<file path="src/logic/hpb_pkg.sv">
// constants for the host packet serial bus bridge
package hpb_pkg;
    localparam logic [7:0] HPB_OP_READ = 8'h00;
    localparam logic [7:0] HPB_OP_WRITE = 8'h10;
    localparam logic [7:0] HPB_IF_PIN = 8'h08;
    localparam logic [7:0] HPB_IF_SPI16 = 8'h04;
    localparam logic [7:0] HPB_IF_FAST = 8'h02;
    localparam logic [7:0] HPB_IF_STD = 8'h01;
    localparam logic [7:0] HPB_IF_SPI8 = 8'h00;
    localparam logic [7:0] HPB_ST_REQERR = 8'h80;
    localparam logic [7:0] HPB_ST_FAULT = 8'h40;
    localparam logic [7:0] HPB_ST_DONE = 8'h20;
    localparam int HPB_MAX_PKT = 64;
    localparam int HPB_HDR = 4;
    localparam int HPB_CLK_HZ = 100_000_000;
    localparam int HPB_STD_HZ = 100_000;
    localparam int HPB_FAST_HZ = 400_000;
    localparam int HPB_SPI_HZ = 1_000_000;
    // two-wire quarter-period and spi half-period counts, each rounded toward slower (up)
    localparam int HPB_STD_Q = (HPB_CLK_HZ + 4 * HPB_STD_HZ - 1) / (4 * HPB_STD_HZ);
    localparam int HPB_FAST_Q = (HPB_CLK_HZ + 4 * HPB_FAST_HZ - 1) / (4 * HPB_FAST_HZ);
    localparam int HPB_SPI_H = (HPB_CLK_HZ + 2 * HPB_SPI_HZ - 1) / (2 * HPB_SPI_HZ);
    localparam logic [6:0] HPB_PIN_RESET = 7'h00;
endpackage

</file>
<file path="src/logic/hpb_bridge.sv">
// packet interpreter driving two-wire, spi and pin port
`timescale 1ns/10ps
module hpb_bridge
    import hpb_pkg::*;
#(
    parameter int MAX_PKT = HPB_MAX_PKT
) (
    input wire logic ref_clk,
    input wire logic rst_n,
    input wire logic pktValid,
    input wire logic [7:0] pktByte,
    input wire logic pktLast,
    output logic pktReady,
    output logic rspValid,
    output logic [7:0] rspByte,
    output logic rspLast,
    input wire logic rspReady,
    output logic sclOe,
    input wire logic sclIn,
    output logic sdaOe,
    input wire logic sdaIn,
    output logic spiClk,
    output logic spiMosi,
    input wire logic spiMiso,
    output logic spiCsN,
    output logic [6:0] pinOut,
    input wire logic [6:0] pinIn,
    output logic busy
);
    // ------------------------------------------------------------
    // states
    // ------------------------------------------------------------
    typedef enum logic [6:0] {
        S_RX = 7'b000_0001,
        S_DEC = 7'b000_0010,
        S_SPI = 7'b000_0100,
        S_TW = 7'b000_1000,
        S_PIN = 7'b001_0000,
        S_TX = 7'b010_0000,
        S_IDLE = 7'b100_0000
    } hpb_state_t;

    typedef enum logic [3:0] {
        T_START = 4'h1,
        T_BIT = 4'h2,
        T_ACK = 4'h4,
        T_STOP = 4'h8
    } hpb_twph_t;

    function automatic logic validHdr(input logic [7:0] b);
        logic [7:0] ifc;
        ifc = b & 8'h0F;
        validHdr = ((b & 8'hE0) == 8'h00) && (ifc == HPB_IF_PIN || ifc == HPB_IF_SPI16
            || ifc == HPB_IF_FAST || ifc == HPB_IF_STD || ifc == HPB_IF_SPI8);
    endfunction

    logic [7:0] buf_reg [0:MAX_PKT-1];
    hpb_state_t state_reg;
    logic [5:0] rxCnt_reg;
    logic [5:0] idx_reg;
    logic [5:0] endIdx_reg;
    logic [7:0] status_reg;
    logic isWrite;
    logic [7:0] ifCode;
    logic [7:0] lenB;
    logic [11:0] divPeriod;
    logic tick;
    logic shLoad;
    logic [7:0] shByte;
    logic shEn;
    logic shOut;
    logic [7:0] shCap;
    logic [1:0] q_reg;
    logic [3:0] bit_reg;
    hpb_twph_t tw_reg;
    logic [1:0] twSeg_reg;
    logic restarted_reg;
    logic twRead;
    logic rxTake;
    logic rxEnd;
    logic [5:0] rspIdx;

    assign isWrite = (buf_reg[0] & HPB_OP_WRITE) != 8'h00;
    assign ifCode = buf_reg[0] & 8'h0F;
    assign lenB = buf_reg[2];
    assign twRead = !isWrite && restarted_reg;
    assign rxTake = pktValid && pktReady && (state_reg == S_IDLE || state_reg == S_RX);
    assign rxEnd = rxTake && (pktLast || rxCnt_reg == 6'(MAX_PKT - 1));
    assign rspIdx = rspValid ? idx_reg + 6'd1 : 6'd0;

    // ------------------------------------------------------------
    // bit-rate dividers
    // ------------------------------------------------------------
    always_comb begin
        if (ifCode == HPB_IF_STD) begin
            divPeriod = 12'(HPB_STD_Q);
        end else if (ifCode == HPB_IF_FAST) begin
            divPeriod = 12'(HPB_FAST_Q);
        end else begin
            divPeriod = 12'(HPB_SPI_H);
        end
    end

    hpb_tick #(.W(12)) uTick (
        .ref_clk(ref_clk),
        .rst_n(rst_n),
        .run(state_reg == S_SPI || state_reg == S_TW),
        .period(divPeriod),
        .tick(tick)
    );

    hpb_shift uShift (
        .ref_clk(ref_clk),
        .rst_n(rst_n),
        .load(shLoad),
        .loadByte(shByte),
        .shiftEn(shEn),
        .inBit(state_reg == S_SPI ? spiMiso : sdaIn),
        .outBit(shOut),
        .capByte(shCap)
    );

    // ------------------------------------------------------------
    // packet receive and response
    // ------------------------------------------------------------
    always_ff @(posedge ref_clk or negedge rst_n) begin
        if (!rst_n) begin
            rxCnt_reg <= 6'd0;
            pktReady <= 1'b0;
            rspValid <= 1'b0;
            rspByte <= 8'h00;
            rspLast <= 1'b0;
            busy <= 1'b0;
        end else begin
            pktReady <= (state_reg == S_IDLE || state_reg == S_RX) && !rxEnd;
            busy <= (state_reg != S_IDLE) && (state_reg != S_RX);
            if (rxTake) begin
                rxCnt_reg <= rxCnt_reg + 6'd1;
            end else if (state_reg == S_IDLE) begin
                rxCnt_reg <= 6'd0;
            end
            if (state_reg == S_TX) begin
                if (!rspValid || rspReady) begin
                    if (rspValid && rspLast) begin
                        rspValid <= 1'b0;
                        rspLast <= 1'b0;
                    end else begin
                        rspValid <= 1'b1;
                        rspByte <= (rspIdx == 6'd0) ? (buf_reg[0] | status_reg)
                            : buf_reg[rspIdx];
                        rspLast <= (rspIdx == endIdx_reg);
                    end
                end
            end else begin
                rspValid <= 1'b0;
                rspLast <= 1'b0;
            end
        end
    end

    // ------------------------------------------------------------
    // control sequencer
    // ------------------------------------------------------------
    always_ff @(posedge ref_clk or negedge rst_n) begin
        if (!rst_n) begin
            state_reg <= S_IDLE;
            idx_reg <= 6'd0;
            endIdx_reg <= 6'd0;
            status_reg <= 8'h00;
            pinOut <= HPB_PIN_RESET;
            shLoad <= 1'b0;
            shByte <= 8'h00;
            shEn <= 1'b0;
            q_reg <= 2'd0;
            bit_reg <= 4'd0;
            tw_reg <= T_START;
            twSeg_reg <= 2'd0;
            restarted_reg <= 1'b0;
            sclOe <= 1'b0;
            sdaOe <= 1'b0;
            spiClk <= 1'b0;
            spiMosi <= 1'b0;
            spiCsN <= 1'b1;
        end else begin
            shLoad <= 1'b0;
            shEn <= 1'b0;
            case (state_reg)
                S_IDLE, S_RX: begin
                    if (rxTake) begin
                        buf_reg[rxCnt_reg] <= pktByte;
                        state_reg <= rxEnd ? S_DEC : S_RX;
                    end
                end
                S_DEC: begin
                    idx_reg <= 6'd0;
                    endIdx_reg <= 6'(HPB_HDR - 1) + 6'(lenB > 8'd60 ? 8'd60 : lenB);
                    restarted_reg <= 1'b0;
                    if (!validHdr(buf_reg[0])) begin
                        status_reg <= HPB_ST_REQERR;
                        state_reg <= S_TX;
                    end else if (ifCode == HPB_IF_PIN) begin
                        endIdx_reg <= 6'(HPB_HDR);
                        state_reg <= S_PIN;
                    end else if (ifCode == HPB_IF_STD || ifCode == HPB_IF_FAST) begin
                        status_reg <= HPB_ST_DONE;
                        tw_reg <= T_START;
                        twSeg_reg <= 2'd0;
                        q_reg <= 2'd0;
                        state_reg <= S_TW;
                    end else begin
                        status_reg <= HPB_ST_DONE;
                        idx_reg <= (ifCode == HPB_IF_SPI16) ? 6'd1 : 6'd3;
                        shLoad <= 1'b1;
                        shByte <= (ifCode == HPB_IF_SPI16) ? buf_reg[1] : buf_reg[3];
                        bit_reg <= 4'd0;
                        q_reg <= 2'd0;
                        spiCsN <= 1'b0;
                        state_reg <= S_SPI;
                    end
                end
                S_PIN: begin
                    if (isWrite) begin
                        pinOut <= buf_reg[4][6:0];
                    end else begin
                        buf_reg[4] <= {1'b0, pinIn};
                    end
                    status_reg <= HPB_ST_DONE;
                    state_reg <= S_TX;
                end
                S_SPI: begin
                    if (tick) begin
                        spiClk <= !spiClk;
                        if (!spiClk) begin
                            shEn <= 1'b1;
                        end else if (bit_reg == 4'd7) begin
                            bit_reg <= 4'd0;
                            q_reg <= 2'd1;
                        end else begin
                            bit_reg <= bit_reg + 4'd1;
                        end
                    end else if (q_reg == 2'd1) begin
                        q_reg <= 2'd0;
                        if (idx_reg < 6'd4 || !isWrite) begin
                            buf_reg[idx_reg] <= shCap;
                        end
                        if (idx_reg >= endIdx_reg) begin
                            spiCsN <= 1'b1;
                            spiMosi <= 1'b0;
                            state_reg <= S_TX;
                        end else begin
                            idx_reg <= (idx_reg == 6'd1) ? 6'd3 : idx_reg + 6'd1;
                            shLoad <= 1'b1;
                            shByte <= (idx_reg == 6'd1) ? buf_reg[3]
                                : (isWrite ? buf_reg[idx_reg + 6'd1] : 8'h00);
                        end
                    end else if (!spiClk) begin
                        // data settles while the clock is low
                        spiMosi <= shOut;
                    end
                end
                S_TW: begin
                    // hold while a target stretches the clock
                    if (tick && !(q_reg == 2'd2 && !sclIn)) begin
                        q_reg <= q_reg + 2'd1;
                        case (tw_reg)
                            T_START: begin
                                if (q_reg == 2'd0) begin
                                    sdaOe <= 1'b0;
                                end else if (q_reg == 2'd1) begin
                                    sclOe <= 1'b0;
                                end else if (q_reg == 2'd2) begin
                                    sdaOe <= 1'b1;
                                end else begin
                                    sclOe <= 1'b1;
                                    tw_reg <= T_BIT;
                                    bit_reg <= 4'd0;
                                    shLoad <= 1'b1;
                                    if (twSeg_reg == 2'd0 || restarted_reg) begin
                                        // r/w bit is a read only for a read operation after the restart
                                        shByte <= {buf_reg[1][7:1], twRead};
                                    end else begin
                                        shByte <= buf_reg[3];
                                    end
                                end
                            end
                            T_BIT: begin
                                if (q_reg == 2'd0) begin
                                    sdaOe <= twRead && twSeg_reg == 2'd2 ? 1'b0 : !shOut;
                                end else if (q_reg == 2'd1) begin
                                    sclOe <= 1'b0;
                                end else if (q_reg == 2'd2) begin
                                    shEn <= 1'b1;
                                end else begin
                                    sclOe <= 1'b1;
                                    if (bit_reg == 4'd7) begin
                                        tw_reg <= T_ACK;
                                    end
                                    bit_reg <= bit_reg + 4'd1;
                                end
                            end
                            T_ACK: begin
                                if (q_reg == 2'd0) begin
                                    // master acks all but the last read byte
                                    sdaOe <= twRead && twSeg_reg == 2'd2
                                        && idx_reg != endIdx_reg;
                                end else if (q_reg == 2'd1) begin
                                    sclOe <= 1'b0;
                                end else if (q_reg == 2'd2) begin
                                    if (!(twRead && twSeg_reg == 2'd2) && sdaIn) begin
                                        status_reg <= HPB_ST_FAULT;
                                        tw_reg <= T_STOP;
                                    end
                                end else begin
                                    sclOe <= 1'b1;
                                    if (tw_reg == T_ACK) begin
                                        tw_reg <= T_BIT;
                                        bit_reg <= 4'd0;
                                        shLoad <= 1'b1;
                                        if (twRead && twSeg_reg == 2'd2) begin
                                            buf_reg[idx_reg] <= shCap;
                                        end
                                        if (twSeg_reg == 2'd0) begin
                                            twSeg_reg <= restarted_reg ? 2'd2 : 2'd1;
                                            shByte <= restarted_reg ? 8'hFF : buf_reg[3];
                                            idx_reg <= 6'd4;
                                            if (endIdx_reg < 6'd4 && restarted_reg) begin
                                                tw_reg <= T_STOP;
                                            end
                                        end else if (twSeg_reg == 2'd1 && !isWrite) begin
                                            restarted_reg <= 1'b1;
                                            twSeg_reg <= 2'd0;
                                            tw_reg <= T_START;
                                        end else begin
                                            twSeg_reg <= 2'd2;
                                            if (twSeg_reg == 2'd2) begin
                                                idx_reg <= idx_reg + 6'd1;
                                            end
                                            if ((twSeg_reg == 2'd2 ? idx_reg : 6'd3)
                                                >= endIdx_reg) begin
                                                tw_reg <= T_STOP;
                                            end
                                            shByte <= isWrite ? buf_reg[twSeg_reg == 2'd2
                                                ? idx_reg + 6'd1 : 6'd4] : 8'hFF;
                                        end
                                    end
                                end
                            end
                            T_STOP: begin
                                if (q_reg == 2'd0) begin
                                    sdaOe <= 1'b1;
                                end else if (q_reg == 2'd1) begin
                                    sclOe <= 1'b0;
                                end else if (q_reg == 2'd2) begin
                                    sdaOe <= 1'b0;
                                end else begin
                                    state_reg <= S_TX;
                                end
                            end
                            default: tw_reg <= T_START;
                        endcase
                    end
                end
                S_TX: begin
                    if (rspValid && rspReady) begin
                        if (rspLast) begin
                            state_reg <= S_IDLE;
                            idx_reg <= 6'd0;
                        end else begin
                            idx_reg <= idx_reg + 6'd1;
                        end
                    end else if (!rspValid) begin
                        idx_reg <= 6'd0;
                    end
                end
                default: state_reg <= S_IDLE;
            endcase
        end
    end
endmodule

</file>
<file path="src/logic/hpb_shift.sv">
// byte shifter for spi and two-wire bit phases
`timescale 1ns/10ps
module hpb_shift
    import hpb_pkg::*;
(
    input wire logic ref_clk,
    input wire logic rst_n,
    input wire logic load,
    input wire logic [7:0] loadByte,
    input wire logic shiftEn,
    input wire logic inBit,
    output logic outBit,
    output logic [7:0] capByte
);
    logic [7:0] sh_reg;
    assign outBit = sh_reg[7];
    always_ff @(posedge ref_clk or negedge rst_n) begin
        if (!rst_n) begin
            sh_reg <= 8'h00;
            capByte <= 8'h00;
        end else if (load) begin
            sh_reg <= loadByte;
        end else if (shiftEn) begin
            sh_reg <= {sh_reg[6:0], 1'b0};
            capByte <= {capByte[6:0], inBit};
        end
    end
endmodule

</file>
<file path="src/logic/hpb_tick.sv">
// divider making one-cycle enable pulses
`timescale 1ns/10ps
module hpb_tick
    import hpb_pkg::*;
#(
    parameter int W = 12
) (
    input wire logic ref_clk,
    input wire logic rst_n,
    input wire logic run,
    input wire logic [W-1:0] period,
    output logic tick
);
    logic [W-1:0] cnt_reg;
    always_ff @(posedge ref_clk or negedge rst_n) begin
        if (!rst_n) begin
            cnt_reg <= '0;
            tick <= 1'b0;
        end else if (!run) begin
            cnt_reg <= '0;
            tick <= 1'b0;
        end else if (cnt_reg + 1'b1 >= period) begin
            cnt_reg <= '0;
            tick <= 1'b1;
        end else begin
            cnt_reg <= cnt_reg + 1'b1;
            tick <= 1'b0;
        end
    end
endmodule

</file>
<file path="config.mk">
export PLATFORM = sky130hd
export DESIGN_NAME = hpb_bridge
export DESIGN_NICKNAME = d
export VERILOG_FILES = /design/src/logic/hpb_pkg.sv /design/src/logic/hpb_bridge.sv /design/src/logic/hpb_shift.sv /design/src/logic/hpb_tick.sv
export SDC_FILE = /design/constraint.sdc
export NUM_CORES = 2
export LEC_CHECK = 0
export BUFFER_PORTS_ARGS = -buffer_cell sky130_fd_sc_hd__buf_2
export CAP_MARGIN = 20
export CORE_MARGIN = 2
export CORE_UTILIZATION = 43
export DETAILED_ROUTE_END_ITERATION = 8
export RECOVER_POWER = 100
export SKIP_CTS_REPAIR_TIMING = 1
export SYNTH_ARGS = -nofsm -noshare
export SYNTH_HDL_FRONTEND = slang
export SYNTH_HIERARCHICAL = 1
export SYNTH_SLANG_ARGS = --single-unit
export TNS_END_PERCENT = 20
</file>
<file path="constraint.sdc">
create_clock -name ref_clk -period 5.5 [get_ports ref_clk]
set_input_delay 1.1 -clock ref_clk [delete_from_list [all_inputs] [get_ports ref_clk]]
set_output_delay 1.1 -clock ref_clk [all_outputs]
set_load 0.005 [all_outputs]
</file>
==> impl_metrics.json <==
{
  "ios": 47,
  "reg2reg_depth": 9,
  "final.setup.tns_ns": 0,
  "worstPathMaxFanout": 22,
  "core_um2": 78700,
  "reg2reg_slack_ns": 0.42,
  "grt_pass1_vias": 27700,
  "synth_compound_area_frac": 0.198,
  "insertion_delay_ns": 0.63,
  "die_y_um": 286,
  "cts_buffer_depth": 3,
  "hold_depth": 1,
  "initial_core_util": 0.433,
  "finalNetCount": 3159,
  "most-common-layout-cells": "edfxtp_1 (512), nand2_1 (259), nor2_1 (254)",
  "place_congestion": 1.08,
  "timing_hold_violations_final": 0,
  "cp-start-kind": "flop",
  "power_frac_comb": 0.385,
  "htree_num_levels": 3,
  "setup_viol": 0,
  "syn_area_um2": 34100,
  "grt.total_usage": 0.335,
  "drive_gt1_frac": 0.124,
  "grt_max_degree": 181,
  "synthFlopType": "edfxtp_1",
  "leakagePower_nw": 12.5,
  "fin_crit_ns": 5.08,
  "num_rows": 103,
  "drv_cap": 9,
  "dieWidth_um": 286,
  "drc": 0,
  "min_path_type": "reg2reg",
  "antenna_found_initial": 10,
  "p_clk_frac": 0.290,
  "wl_per_cell_um": 33.1,
  "crit_arrival_ns": 5.55,
  "worstHoldStart": "sdaOe",
  "vias": 29200,
  "r2r_start": "idx_reg[0]",
  "ys_seq_elements": 616,
  "initialDrtViolationCount": 4744,
  "ir_drop_uv": 612,
  "detail-route-antenna-nets": 0,
  "pre_cts_ws_ns": 1.08,
  "clockRootBuffer": "clkbuf_16",
  "rr_endpoint": "rspByte[0]",
  "synthAdderAreaFrac": 0.0137,
  "synth_top_family_by_area": "compound AO/OA/AOI/OAI gates",
  "synth_mux_area_frac": 0.0980,
  "cts_tree": "built",
  "clkSlewWorstSetupHoldPaths_ns": 0.06,
  "violations": "capacitance limit, slew limit",
  "cp-end-kind": "flop",
  "power_density_nw_per_um2": 440,
  "largest_reg_flops": 512,
  "fin_ws_ns": 0.419,
  "switching_power_mw": 6.59,
  "max_slew_margin": -0.366,
  "dieArea_um2": 81500,
  "overflow": 0,
  "path_class": "reg2reg",
  "seq_area_frac_synth": 0.528,
  "layout_commonest_cell": "edfxtp_1",
  "hpwl_mm": 93.5,
  "vias_per_cell": 6.95,
  "seqPwrFrac": 0.326,
  "hold_end": "sdaOe",
  "area_growth_pct": 11.2,
  "drv_slew": 393,
  "skew_ns": 0.0357,
  "syn_inst": 3107,
  "synth-xor-area-share": 0.00767,
  "grt_pass1_wl_mm": 199,
  "max_freq_mhz": 197,
  "ys_async_sr_fraction": 0.169,
  "outcome": "complete, but fails checks",
  "rsz0062_at_grt": "no",
  "required_ns": 5.97,
  "p_int_mw": 10.1,
  "synthDistinctLibCells": 96,
  "tightest_slew_ns": 2.05,
  "cts_made_buffers": 70,
  "clock_sinks": 616,
  "wl_mm": 139,
  "synthSimpleGateAreaFrac": 0.116,
  "port_buffers": 46,
  "synth-edff-count": 512,
  "finalCritPeriodShare": 0.924,
  "avgSynthCellArea_um2": 11.0,
  "p_sw_frac": 0.395,
  "yosysWarnings": 6,
  "dr.pass1.iters": 6
}
## synth_stat cells, drive strengths merged (63+ instances only)
master / number / area share
mux2i: 174 / 0.051
buf: 140 / 0.021
a21oi: 209 / 0.031
o21ai: 201 / 0.030
nand3: 79 / 0.012
mux2: 77 / 0.026
edfxtp: 512 / 0.45
nor3: 63 / 0.0096
dfrtp: 101 / 0.074
nand2: 259 / 0.029
nor2: 255 / 0.028
o22ai: 73 / 0.013
clkbuf: 117 / 0.013
## power by group through the flow
stage | clock network, mW | registers (mW) | logic, mW
floorplan | 0 | 5.39 | 4.19
global placement | 0 | 5.51 | 6.10
detailed placement | 0 | 5.51 | 6.16
CTS | 4.87 | 5.41 | 6.19
global route | 5.05 | 5.44 | 6.69
finish | 4.83 | 5.43 | 6.42
## final cells by class
| class | instances | area (um^2) |
|---|---|---|
| antenna | 1 | 2.50 |
| clock buffer | 83 | 1870 |
| clock inverter | 44 | 468 |
| fill | 7063 | 40800 |
| inverter | 42 | 160 |
| multi-input combinational | 2197 | 14900 |
| sequential | 616 | 18000 |
| tap | 1050 | 1310 |
| timing repair buffer | 174 | 1190 |
## metrics by stage
| stage | utilization | power (mW) | instance area (um^2) | hold WS, ns | cells |
|---|---|---|---|---|---|
| 3_3_place_gp | 0.455 | 11.6 | 35800 | 0.465 | 4077 |
| 4_1_cts | 0.485 | 16.5 | 38200 | 0.315 | 4206 |
| 2_1_floorplan | - | 9.59 | 34100 | 0.444 | 3112 |
| 3_5_place_dp | 0.455 | 11.7 | 35800 | 0.471 | 4079 |
| 5_1_grt | 0.481 | 17.2 | 37900 | 0.517 | 4206 |
| 6_report | 0.481 | 16.7 | 37900 | 0.490 | 4207 |
## worst max-delay path by stage
stage | from | to | slack [ns]
after floorplan | state_reg[2] | buf_reg[0][0] | 1.06
after global placement | idx_reg[0] | shByte[1] | 0.91
after detailed placement | q_reg[0] | buf_reg[52][7] | 1.08
after CTS | q_reg[0] | buf_reg[52][7] | 1.02
after global routing | q_reg[0] | buf_reg[49][0] | 0.34
final | idx_reg[0] | rspByte[0] | 0.42
## logic make-up after synthesis
kind of cell	Yosys count
DFF	616
and+or+nand+nor	844
other	2
muxes	282
buffers and inverters	299
xor gates and xnor gates	29
AOI/OAI and AO/OA	997
adders and majority gates	38
## worst max-delay path, cell delays in order, from the launching register on
cell and delay, ns:
dfrtp_4 0.62, ha_1 0.35, xor2_2 1.30, nand2_1 0.55, clkbuf_1 0.42, a21oi_1 0.26
o221ai_1 0.19, a21boi_0 0.27, a221oi_1 0.84, nor3_1 0.08
## metal layers
| layer | vias up | track usage | share of wire |
|---|---|---|---|
| met5 | - | 0 | 0.00075 |
| met4 | 14 | 0.173 | 0.061 |
| met3 | 530 | 0.0876 | 0.12 |
| met2 | 2119 | 0.503 | 0.43 |
| met1 | 14400 | 0.446 | 0.39 |
| li1 | 12100 | - | - |
No activity file was read; power rests on OpenSTA's default activity.
